## src/rtl/ssp_pkg.sv

```systemverilog
package ssp_pkg;

    // ------------------------------------------------------------------
    // register offsets
    // ------------------------------------------------------------------
    localparam logic [7:0] SSP_CFG_ADDR = 8'hA1;
    localparam logic [7:0] SSP_CKR_ADDR = 8'hA2;
    localparam logic [7:0] SSP_DAT_ADDR = 8'hA3;
    localparam logic [7:0] SSP_CTL_ADDR = 8'hF8;

    // ------------------------------------------------------------------
    // field positions and reset values
    // ------------------------------------------------------------------
    localparam int SSP_CFG_MASTER_POS = 6;
    localparam int SSP_CFG_PHASE_POS = 5;
    localparam int SSP_CFG_POLARITY_POS = 4;
    localparam logic [1:0] SSP_SEL_3WIRE = 2'h0;
    localparam logic [1:0] SSP_SEL_4WIRE_SLAVE = 2'h1;
    localparam logic [1:0] SSP_SEL_MODE_RESET = 2'h1;
    localparam logic [7:0] SSP_CKR_RESET = 8'h00;
    localparam logic [7:0] SSP_BYTE_RESET = 8'h00;
    localparam logic [2:0] SSP_LAST_BIT = 3'h7;
    localparam logic [2:0] SSP_COUNT_RESET = 3'h0;

    // ------------------------------------------------------------------
    // carriers
    // ------------------------------------------------------------------
    typedef struct packed {
        logic [7:0] addr;
        logic [7:0] wdata;
        logic wr;
        logic rd;
    } ssp_bus_req_type;

    // bit order matches the control register, msb first
    typedef struct packed {
        logic transfer_done_flag;
        logic write_collision_flag;
        logic mode_fault_flag;
        logic receive_overrun_flag;
        logic select_mode_high_bit;
        logic select_mode_low_bit;
        logic port_enable_bit;
    } ssp_ctrl_type;

    typedef struct packed {
        logic master_enable_bit;
        logic clock_phase_bit;
        logic clock_polarity_bit;
    } ssp_cfg_type;

endpackage : ssp_pkg

```

## src/rtl/ssp_slave_port.sv

```systemverilog
`timescale 1ns/100ps
// Behaviour
// - enabled, not master and in select mode 00 or 01, the port shifts as a slave under SCK.
// - bit counter counts SCK edges; after eight bits set done, store byte.
// - slave never starts a transfer; data writes preload outgoing byte.
// - writes fill tx buffer; moved at once if shifter empty, else at end.
// - select mode 01 (default) is 4-wire slave with select pin as input.
// - in 4-wire mode slave logic active only while select is low.
// - in 4-wire mode the bit counter clears on each select falling edge.
// - select mode 00 is 3-wire slave; the only slave on the bus.
// - in 3-wire mode counter clears only by toggling port enable.
// - four flags request attention when set; only software clears them.
// - transfer-done flag, control bit 7, set at end of every byte.
// - data write while tx buffer full sets collision flag, write dropped.
// - master in multi-master mode, select falls: mode fault, disable port.
// - byte done while receive buffer unread: overrun flag, new byte lost.
// - config bit 5 picks latching edge, bit 4 picks SCK idle polarity.
// - clock divider is only stored and read back; no SCK is generated from it.
// - master bit rate never above half system clock or 12.5 MHz.
// - MISO released while disabled or unselected 4-wire; SCK ignored then.
// - as 3-wire slave MISO always shows shift register msb.
// - both data lines carry most significant bit first.
module ssp_slave_port
    import ssp_pkg::*;
(
    input wire logic clk,
    input wire logic rst_n,
    input wire ssp_bus_req_type bus_req,
    output logic [7:0] bus_rdata,
    input wire logic sck_i,
    input wire logic mosi_i,
    input wire logic nss_i,
    output logic nss_o,
    output logic nss_oe,
    output logic miso_o,
    output logic miso_oe,
    output logic flags_pending
);

    // ------------------------------------------------------------------
    // pin synchronisers
    // ------------------------------------------------------------------
    logic [2:0] pin_meta_r;
    logic [2:0] pin_sync_r;
    logic [2:0] pin_prev_r;
    logic [2:0] pin_meta_nxt;
    logic [2:0] pin_sync_nxt;
    logic [2:0] pin_prev_nxt;

    always_comb begin
        pin_meta_nxt = {sck_i, mosi_i, nss_i};
        pin_sync_nxt = pin_meta_r;
        pin_prev_nxt = pin_sync_r;
    end

    always_ff @(posedge clk) begin
        if (!rst_n) begin
            pin_meta_r <= 3'h1;
            pin_sync_r <= 3'h1;
            pin_prev_r <= 3'h1;
        end else begin
            pin_meta_r <= pin_meta_nxt;
            pin_sync_r <= pin_sync_nxt;
            pin_prev_r <= pin_prev_nxt;
        end
    end

    // ------------------------------------------------------------------
    // port state
    // ------------------------------------------------------------------
    ssp_ctrl_type ctrl_r;
    ssp_ctrl_type ctrl_nxt;
    ssp_cfg_type cfg_r;
    ssp_cfg_type cfg_nxt;
    logic [7:0] ckr_r;
    logic [7:0] ckr_nxt;
    logic [7:0] shift_r;
    logic [7:0] shift_nxt;
    logic [7:0] txbuf_r;
    logic [7:0] txbuf_nxt;
    logic [7:0] rxbuf_r;
    logic [7:0] rxbuf_nxt;
    logic [2:0] count_r;
    logic [2:0] count_nxt;
    logic bit_r;
    logic bit_nxt;
    logic pending_r;
    logic pending_nxt;
    logic tx_full_r;
    logic tx_full_nxt;
    logic rx_full_r;
    logic rx_full_nxt;
    logic shift_empty_r;
    logic shift_empty_nxt;
    logic [7:0] rdata_r;
    logic [7:0] rdata_nxt;
    logic flags_r;
    logic flags_nxt;

    logic sck_s;
    logic sck_p;
    logic mosi_s;
    logic nss_s;
    logic nss_fall;
    logic lead_edge;
    logic trail_edge;
    logic sample_edge;
    logic shift_edge;
    logic three_wire;
    logic four_wire;
    logic slave_on;
    logic selected;
    logic [7:0] rx_byte;

    assign sck_s = pin_sync_r[2];
    assign mosi_s = pin_sync_r[1];
    assign nss_s = pin_sync_r[0];
    assign sck_p = pin_prev_r[2];
    assign nss_fall = pin_prev_r[0] & ~nss_s;

    // idle level removed first, so one edge pair serves both polarities
    assign lead_edge = ~(sck_p ^ cfg_r.clock_polarity_bit)
        & (sck_s ^ cfg_r.clock_polarity_bit);
    assign trail_edge = (sck_p ^ cfg_r.clock_polarity_bit)
        & ~(sck_s ^ cfg_r.clock_polarity_bit);

    assign three_wire = ({ctrl_r.select_mode_high_bit,
        ctrl_r.select_mode_low_bit} == SSP_SEL_3WIRE);
    assign four_wire = ({ctrl_r.select_mode_high_bit,
        ctrl_r.select_mode_low_bit} == SSP_SEL_4WIRE_SLAVE);
    assign slave_on = ctrl_r.port_enable_bit
        & ~cfg_r.master_enable_bit;
    assign selected = slave_on
        & (three_wire | (four_wire & ~nss_s));

    // phase picks which edge latches; the other edge moves the shifter
    assign sample_edge = selected
        & (cfg_r.clock_phase_bit ? trail_edge : lead_edge);
    assign shift_edge = selected
        & (cfg_r.clock_phase_bit ? lead_edge : trail_edge);

    assign rx_byte = {shift_r[6:0], mosi_s};

    // ------------------------------------------------------------------
    // next state
    // ------------------------------------------------------------------
    always_comb begin
        ctrl_nxt = ctrl_r;
        cfg_nxt = cfg_r;
        ckr_nxt = ckr_r;
        shift_nxt = shift_r;
        txbuf_nxt = txbuf_r;
        rxbuf_nxt = rxbuf_r;
        count_nxt = count_r;
        bit_nxt = bit_r;
        pending_nxt = pending_r;
        tx_full_nxt = tx_full_r;
        rx_full_nxt = rx_full_r;
        shift_empty_nxt = shift_empty_r;
        rdata_nxt = 8'h00;

        // software writes: flags may only be cleared, the set below wins
        if (bus_req.wr) begin
            case (bus_req.addr)
                SSP_CTL_ADDR: begin
                    ctrl_nxt.transfer_done_flag =
                        ctrl_r.transfer_done_flag & bus_req.wdata[7];
                    ctrl_nxt.write_collision_flag =
                        ctrl_r.write_collision_flag & bus_req.wdata[6];
                    ctrl_nxt.mode_fault_flag =
                        ctrl_r.mode_fault_flag & bus_req.wdata[5];
                    ctrl_nxt.receive_overrun_flag =
                        ctrl_r.receive_overrun_flag & bus_req.wdata[4];
                    ctrl_nxt.select_mode_high_bit = bus_req.wdata[3];
                    ctrl_nxt.select_mode_low_bit = bus_req.wdata[2];
                    ctrl_nxt.port_enable_bit = bus_req.wdata[0];
                end
                SSP_CFG_ADDR: begin
                    cfg_nxt.master_enable_bit =
                        bus_req.wdata[SSP_CFG_MASTER_POS];
                    cfg_nxt.clock_phase_bit =
                        bus_req.wdata[SSP_CFG_PHASE_POS];
                    cfg_nxt.clock_polarity_bit =
                        bus_req.wdata[SSP_CFG_POLARITY_POS];
                end
                // stored for software only; no master clock is generated,
                // so no master bit rate exists to exceed any limit
                SSP_CKR_ADDR: ckr_nxt = bus_req.wdata;
                SSP_DAT_ADDR: begin
                    if (tx_full_r) begin
                        ctrl_nxt.write_collision_flag = 1'b1;
                    end else if (shift_empty_r) begin
                        shift_nxt = bus_req.wdata;
                        shift_empty_nxt = 1'b0;
                    end else begin
                        txbuf_nxt = bus_req.wdata;
                        tx_full_nxt = 1'b1;
                    end
                end
                default: begin
                end
            endcase
        end

        // register reads; reading the data window frees the receive buffer
        if (bus_req.rd) begin
            case (bus_req.addr)
                SSP_CTL_ADDR: rdata_nxt = {ctrl_r.transfer_done_flag,
                    ctrl_r.write_collision_flag, ctrl_r.mode_fault_flag,
                    ctrl_r.receive_overrun_flag, ctrl_r.select_mode_high_bit,
                    ctrl_r.select_mode_low_bit, ~tx_full_r,
                    ctrl_r.port_enable_bit};
                SSP_CFG_ADDR: rdata_nxt = {(count_r != SSP_COUNT_RESET)
                    | pending_r, cfg_r.master_enable_bit,
                    cfg_r.clock_phase_bit, cfg_r.clock_polarity_bit,
                    ~nss_s & four_wire, nss_s,
                    shift_empty_r | cfg_r.master_enable_bit,
                    ~rx_full_r | cfg_r.master_enable_bit};
                SSP_CKR_ADDR: rdata_nxt = ckr_r;
                SSP_DAT_ADDR: begin
                    rdata_nxt = rxbuf_r;
                    rx_full_nxt = 1'b0;
                end
                default: rdata_nxt = 8'h00;
            endcase
        end

        // any edge of a started byte means the shifter is no longer idle
        if (sample_edge | shift_edge) begin
            shift_empty_nxt = 1'b0;
        end

        if (shift_edge && pending_r) begin
            shift_nxt = {shift_r[6:0], bit_r};
            pending_nxt = 1'b0;
        end

        if (sample_edge) begin
            if (count_r == SSP_LAST_BIT) begin
                count_nxt = SSP_COUNT_RESET;
                pending_nxt = 1'b0;
                ctrl_nxt.transfer_done_flag = 1'b1;
                if (rx_full_r
                    && !(bus_req.rd && bus_req.addr == SSP_DAT_ADDR)) begin
                    ctrl_nxt.receive_overrun_flag = 1'b1;
                end else begin
                    rxbuf_nxt = rx_byte;
                    rx_full_nxt = 1'b1;
                end
                if (tx_full_r) begin
                    shift_nxt = txbuf_r;
                    tx_full_nxt = 1'b0;
                    shift_empty_nxt = 1'b0;
                end else begin
                    shift_nxt = rx_byte;
                    shift_empty_nxt = 1'b1;
                end
            end else begin
                count_nxt = count_r + 3'h1;
                bit_nxt = mosi_s;
                pending_nxt = 1'b1;
            end
        end

        // select falling edge restarts the byte in 4-wire mode
        if (four_wire && nss_fall) begin
            count_nxt = SSP_COUNT_RESET;
            pending_nxt = 1'b0;
        end

        // a disabled port holds its counter clear; the only 3-wire reset
        if (!ctrl_r.port_enable_bit) begin
            count_nxt = SSP_COUNT_RESET;
            pending_nxt = 1'b0;
        end

        // another master took the bus: stand down at once
        if (cfg_r.master_enable_bit && ctrl_r.port_enable_bit
            && four_wire && nss_fall) begin
            ctrl_nxt.mode_fault_flag = 1'b1;
            ctrl_nxt.port_enable_bit = 1'b0;
            cfg_nxt.master_enable_bit = 1'b0;
        end

        flags_nxt = ctrl_nxt.transfer_done_flag
            | ctrl_nxt.write_collision_flag
            | ctrl_nxt.mode_fault_flag
            | ctrl_nxt.receive_overrun_flag;
    end

    always_ff @(posedge clk) begin
        if (!rst_n) begin
            ctrl_r <= '{1'b0, 1'b0, 1'b0, 1'b0, SSP_SEL_MODE_RESET[1],
                SSP_SEL_MODE_RESET[0], 1'b0};
            cfg_r <= '{1'b0, 1'b0, 1'b0};
            ckr_r <= SSP_CKR_RESET;
            shift_r <= SSP_BYTE_RESET;
            txbuf_r <= SSP_BYTE_RESET;
            rxbuf_r <= SSP_BYTE_RESET;
            count_r <= SSP_COUNT_RESET;
            bit_r <= 1'b0;
            pending_r <= 1'b0;
            tx_full_r <= 1'b0;
            rx_full_r <= 1'b0;
            shift_empty_r <= 1'b1;
            rdata_r <= 8'h00;
            flags_r <= 1'b0;
        end else begin
            ctrl_r <= ctrl_nxt;
            cfg_r <= cfg_nxt;
            ckr_r <= ckr_nxt;
            shift_r <= shift_nxt;
            txbuf_r <= txbuf_nxt;
            rxbuf_r <= rxbuf_nxt;
            count_r <= count_nxt;
            bit_r <= bit_nxt;
            pending_r <= pending_nxt;
            tx_full_r <= tx_full_nxt;
            rx_full_r <= rx_full_nxt;
            shift_empty_r <= shift_empty_nxt;
            rdata_r <= rdata_nxt;
            flags_r <= flags_nxt;
        end
    end

    // ------------------------------------------------------------------
    // outputs
    // ------------------------------------------------------------------
    assign bus_rdata = rdata_r;
    assign flags_pending = flags_r;
    assign miso_o = shift_r[7];
    assign miso_oe = selected;
    // select driven out in select modes 10 and 11 while the port is enabled
    assign nss_o = ctrl_r.select_mode_low_bit;
    assign nss_oe = ctrl_r.select_mode_high_bit & ctrl_r.port_enable_bit;

endmodule : ssp_slave_port

```

## config.mk

```make
export PLATFORM = sky130hd
export DESIGN_NAME = ssp_slave_port
export DESIGN_NICKNAME = d
export VERILOG_FILES = /design/src/rtl/ssp_pkg.sv /design/src/rtl/ssp_slave_port.sv
export SDC_FILE = /design/constraint.sdc
export NUM_CORES = 1
export LEC_CHECK = 0
export BUFFER_PORTS_ARGS = -buffer_cell sky130_fd_sc_hd__buf_2
export CAP_MARGIN = 20
export CORE_AREA = 4 4 93 95
export CTS_BUF_LIST = sky130_fd_sc_hd__clkbuf_16
export CTS_CLUSTER_DIAMETER = 30
export DETAILED_ROUTE_END_ITERATION = 8
export DIE_AREA = 0 0 97 99
export GPL_ROUTABILITY_DRIVEN = 1
export PLACE_DENSITY = 0.64
export SLEW_MARGIN = 0
export SYNTH_ARGS = -nofsm -noshare
export SYNTH_HDL_FRONTEND = slang
export SYNTH_SLANG_ARGS = --single-unit
```

## constraint.sdc

```tcl
create_clock -name clk -period 2.6 [get_ports clk]
set_input_delay 0.52 -clock clk [delete_from_list [all_inputs] [get_ports clk]]
set_output_delay 0.52 -clock clk [all_outputs]
set_load 0.005 [all_outputs]
```

==> impl_metrics.csv <==
group,metric,value,unit
clock_network,clkSlewWorstSetupHoldPaths,0.06,ns
logic_synthesis,syn_area,0.00305,mm2
clock_network,cts_sinks,67,
logic_synthesis,async_flop_share,0,
timing,worst_pin_slew,0.567,ns
drt,ant_nets,0,
worst_setup_path,crit_fanout,9,
timing,setup_tns,0,ns
floorplan,row_count,32,
logic_synthesis,synth.distinct_cells,44,
drt,drc,0,
logic_synthesis,yosys_warnings,0,
placed_design,portBuffers,35,
logic_synthesis,synth_seq_cells,67,
cells_and_area,n_antenna_cell,0,
grt,grt_max_degree,35,
timing,fin_crit_sh,0.821,
clock_network,cts_made_buffers,9,
worst_setup_path,crit_path_start,"cfg_r[2]",
clock_network,cts_setup_buffers,0,
cells_and_area,fin_nets,382,
logic_synthesis,synth_edf_count,0,
timing,slew_viol_final,0,
floorplan,die_h,99,um
logic_synthesis,synth_top_cell_area_share,0.439,
grt,grt_pass1_wl,11.9,mm
clock_network,cts_tree,"built",
logic_synthesis,synth_top_area_cell,"dfxtp_1",
worst_setup_path,worstSetupPathType,"flop to primary output",
min_path,min_from,"nss_i",
worst_setup_path,required,2.08,ns
timing,slew_headroom,0.621,
drt,drt_iter0_drc,114,
floorplan,initial_utilization,0.395,
drt,wl_per_cell,15.4,um
grt,antenna_found_initial,0,
worst_setup_path,r2r_start,"count_r[0]",
worst_setup_path,start_kind,"flop",
grt,overflow,0,
cells_and_area,syn2layout_area_growth,19.8,%
timing,skew,0.00738,ns
placed_design,finalWeightedCongestion,0.860,
logic_synthesis,synthCells,322,
clock_network,htree_levels,3,
grt,grt_pass1_vias,2381,
min_path,min_path_type,"input pin to flop",
logic_synthesis,syn_area_per_cell,9.48,um2
timing,setup_viol,0,
floorplan,dieArea,0.00960,mm2
logic_synthesis,ys.flop_type,"dfxtp_1",
logic_synthesis,seq_area_frac_synth,0.439,
floorplan,die_w,97,um
timing,hold_viol,0,
logic_synthesis,syn_nets,348,
pwr,irDropWorstVdd,0.000314,V
drt,vias,2427,
clock_network,clock_latency,0.33,ns
job,drv_cap,0,
grt,grtUsageTotal,0.157,
clock_network,ctsRootBufferMaster,"clkbuf_16",
run_status,status,"finished clean",
cells_and_area,drive_gt1_frac,0.186,
clock_network,postCtsHoldBufs,0,
timing,rsz0062_at_grt,"no",
worst_setup_path,crit_path_end_kind,"primary output",
clock_network,cts_resized,0,
drt,via_per_inst,5.24,
drt,routed_wl,7.15,mm
worst_setup_path,critPathArrivalTime,1.62,ns
timing,finalCriticalPeriod,2.14,ns
clock_network,max-clock-path-buffers,2,
floorplan,core_area,0.00773,mm2
floorplan,ios,36,
cells_and_area,final_util,0.473,
logic_synthesis,synth.area.top_cells,"dfxtp_1, mux2i_1, nor2b_1",
drt,firstDrtPassIters,4,
timing,max_freq,468,MHz
pwr,leakagePower,1.51,nW
placed_design,dp_hpwl,5.21,mm
pwr,power_density,683,mW/mm2
==> stage by stage <==
step / power, mW / std cells / hold WS (ns) / instance area (um2) / worst slack, ns
after floorplan: 1.10 / 322 / 0.386 / 3050 / 0.623
after global placement: 1.14 / 447 / 0.392 / 3320 / 0.261
after detailed placement: 1.14 / 447 / 0.392 / 3320 / 0.192
after CTS: 2.52 / 463 / 0.365 / 3660 / 0.447
after global routing: 2.57 / 463 / 0.384 / 3660 / 0.380
final: 2.50 / 463 / 0.370 / 3660 / 0.464
==> worst max-delay path, cell delays in order, from the launching register on <==
cell and delay [ns]:
dfxtp_1 0.36, nor2_1 0.12, nand3_1 0.35, inv_1 0.29, buf_2 0.16
==> per-layer routing <==
metal	vias up	global-route usage	share of wire
met5	-	0	0
met4	0	0.0896	0.020
met3	13	0.0333	0.054
met2	65	0.230	0.43
met1	1129	0.214	0.50
li1	1220	-	-
==> final timing paths <==
check / endpoint / slack (ns) / cells past startpoint
worst min register to register: pin_prev_nxt[0] / 0.41 / 1
worst min-delay path: pin_meta_r[0] / 0.37 / 2
worst max register to register: shift_r[7] / 0.61 / 7
worst max-delay path: miso_oe / 0.46 / 4
==> cells in the final DEF, fill, tap and decap left out, drive strengths merged, types with 10 or more instances in the layout <==
| cell | netlist | routed |
|---|---|---|
| a21oi | 14 | 14 |
| and2 | 12 | 12 |
| buf | 5 | 39 |
| dfxtp | 67 | 67 |
| mux2i | 36 | 36 |
| nand2 | 24 | 24 |
| nand3 | 12 | 12 |
| nor2 | 10 | 10 |
| nor2b | 28 | 28 |
| o21ai | 20 | 20 |
==> sequential cells by signal (all words and copies together) (netlist names), 2 cells and up <==
register      cells
pin_prev_nxt      3
ctrl_r            6
cfg_r             3
rxbuf_r           8
pin_meta_r        3
shift_r           8
ckr_r             8
txbuf_r           8
pin_prev_r        2
bus_rdata         8
count_r           3
==> where the power goes <==
part | total [mW] | internal [mW] | switching, mW
logic | 0.0831 | 0.0344 | 0.0487
clock network | 1.38 | 0.934 | 0.446
registers | 1.04 | 1.03 | 0.00317
total | 2.50 | 2.00 | 0.498
==> synth_stat cells (all sizes together) (2+ instances only) <==
library cell and n:
nor2 10, inv 9, dfxtp 67, a211oi 7, nand3 12, o21ai 20, and2 12, nand2 24
nor3b 9, nand2b 5, a21oi 14, clkbuf 11, mux2i 36, a22oi 3, and4bb 2, nand3b 3
a22o 3, a32oi 6, nor3 4, nor2b 28, and3b 2, or4 2, a21boi 4, buf 5
mux2 7, ha 3
==> cell families (layout without fill, tap and decap cells) <==
family	after synthesis	count (layout)	synth area share
buffers and inverters	25	64	0.0336
flip-flops	67	67	0.439
AO/OA/AOI/OAI	65	65	0.138
AND/OR/NAND/NOR	118	118	0.228
adder cells (fa/ha/maj)	3	3	0.0123
multiplexers	43	43	0.144
XOR/XNOR	1	1	0.00533
==> final cells by class <==
class	count	area (um2)
multi-input combinational	230	1610
sequential	67	1340
inverter	9	33.8
tap	102	128
fill	729	4070
clock inverter	7	116
clock buffer	9	225
timing repair buffer	39	205
No activity file was read; power rests on OpenSTA's default activity.
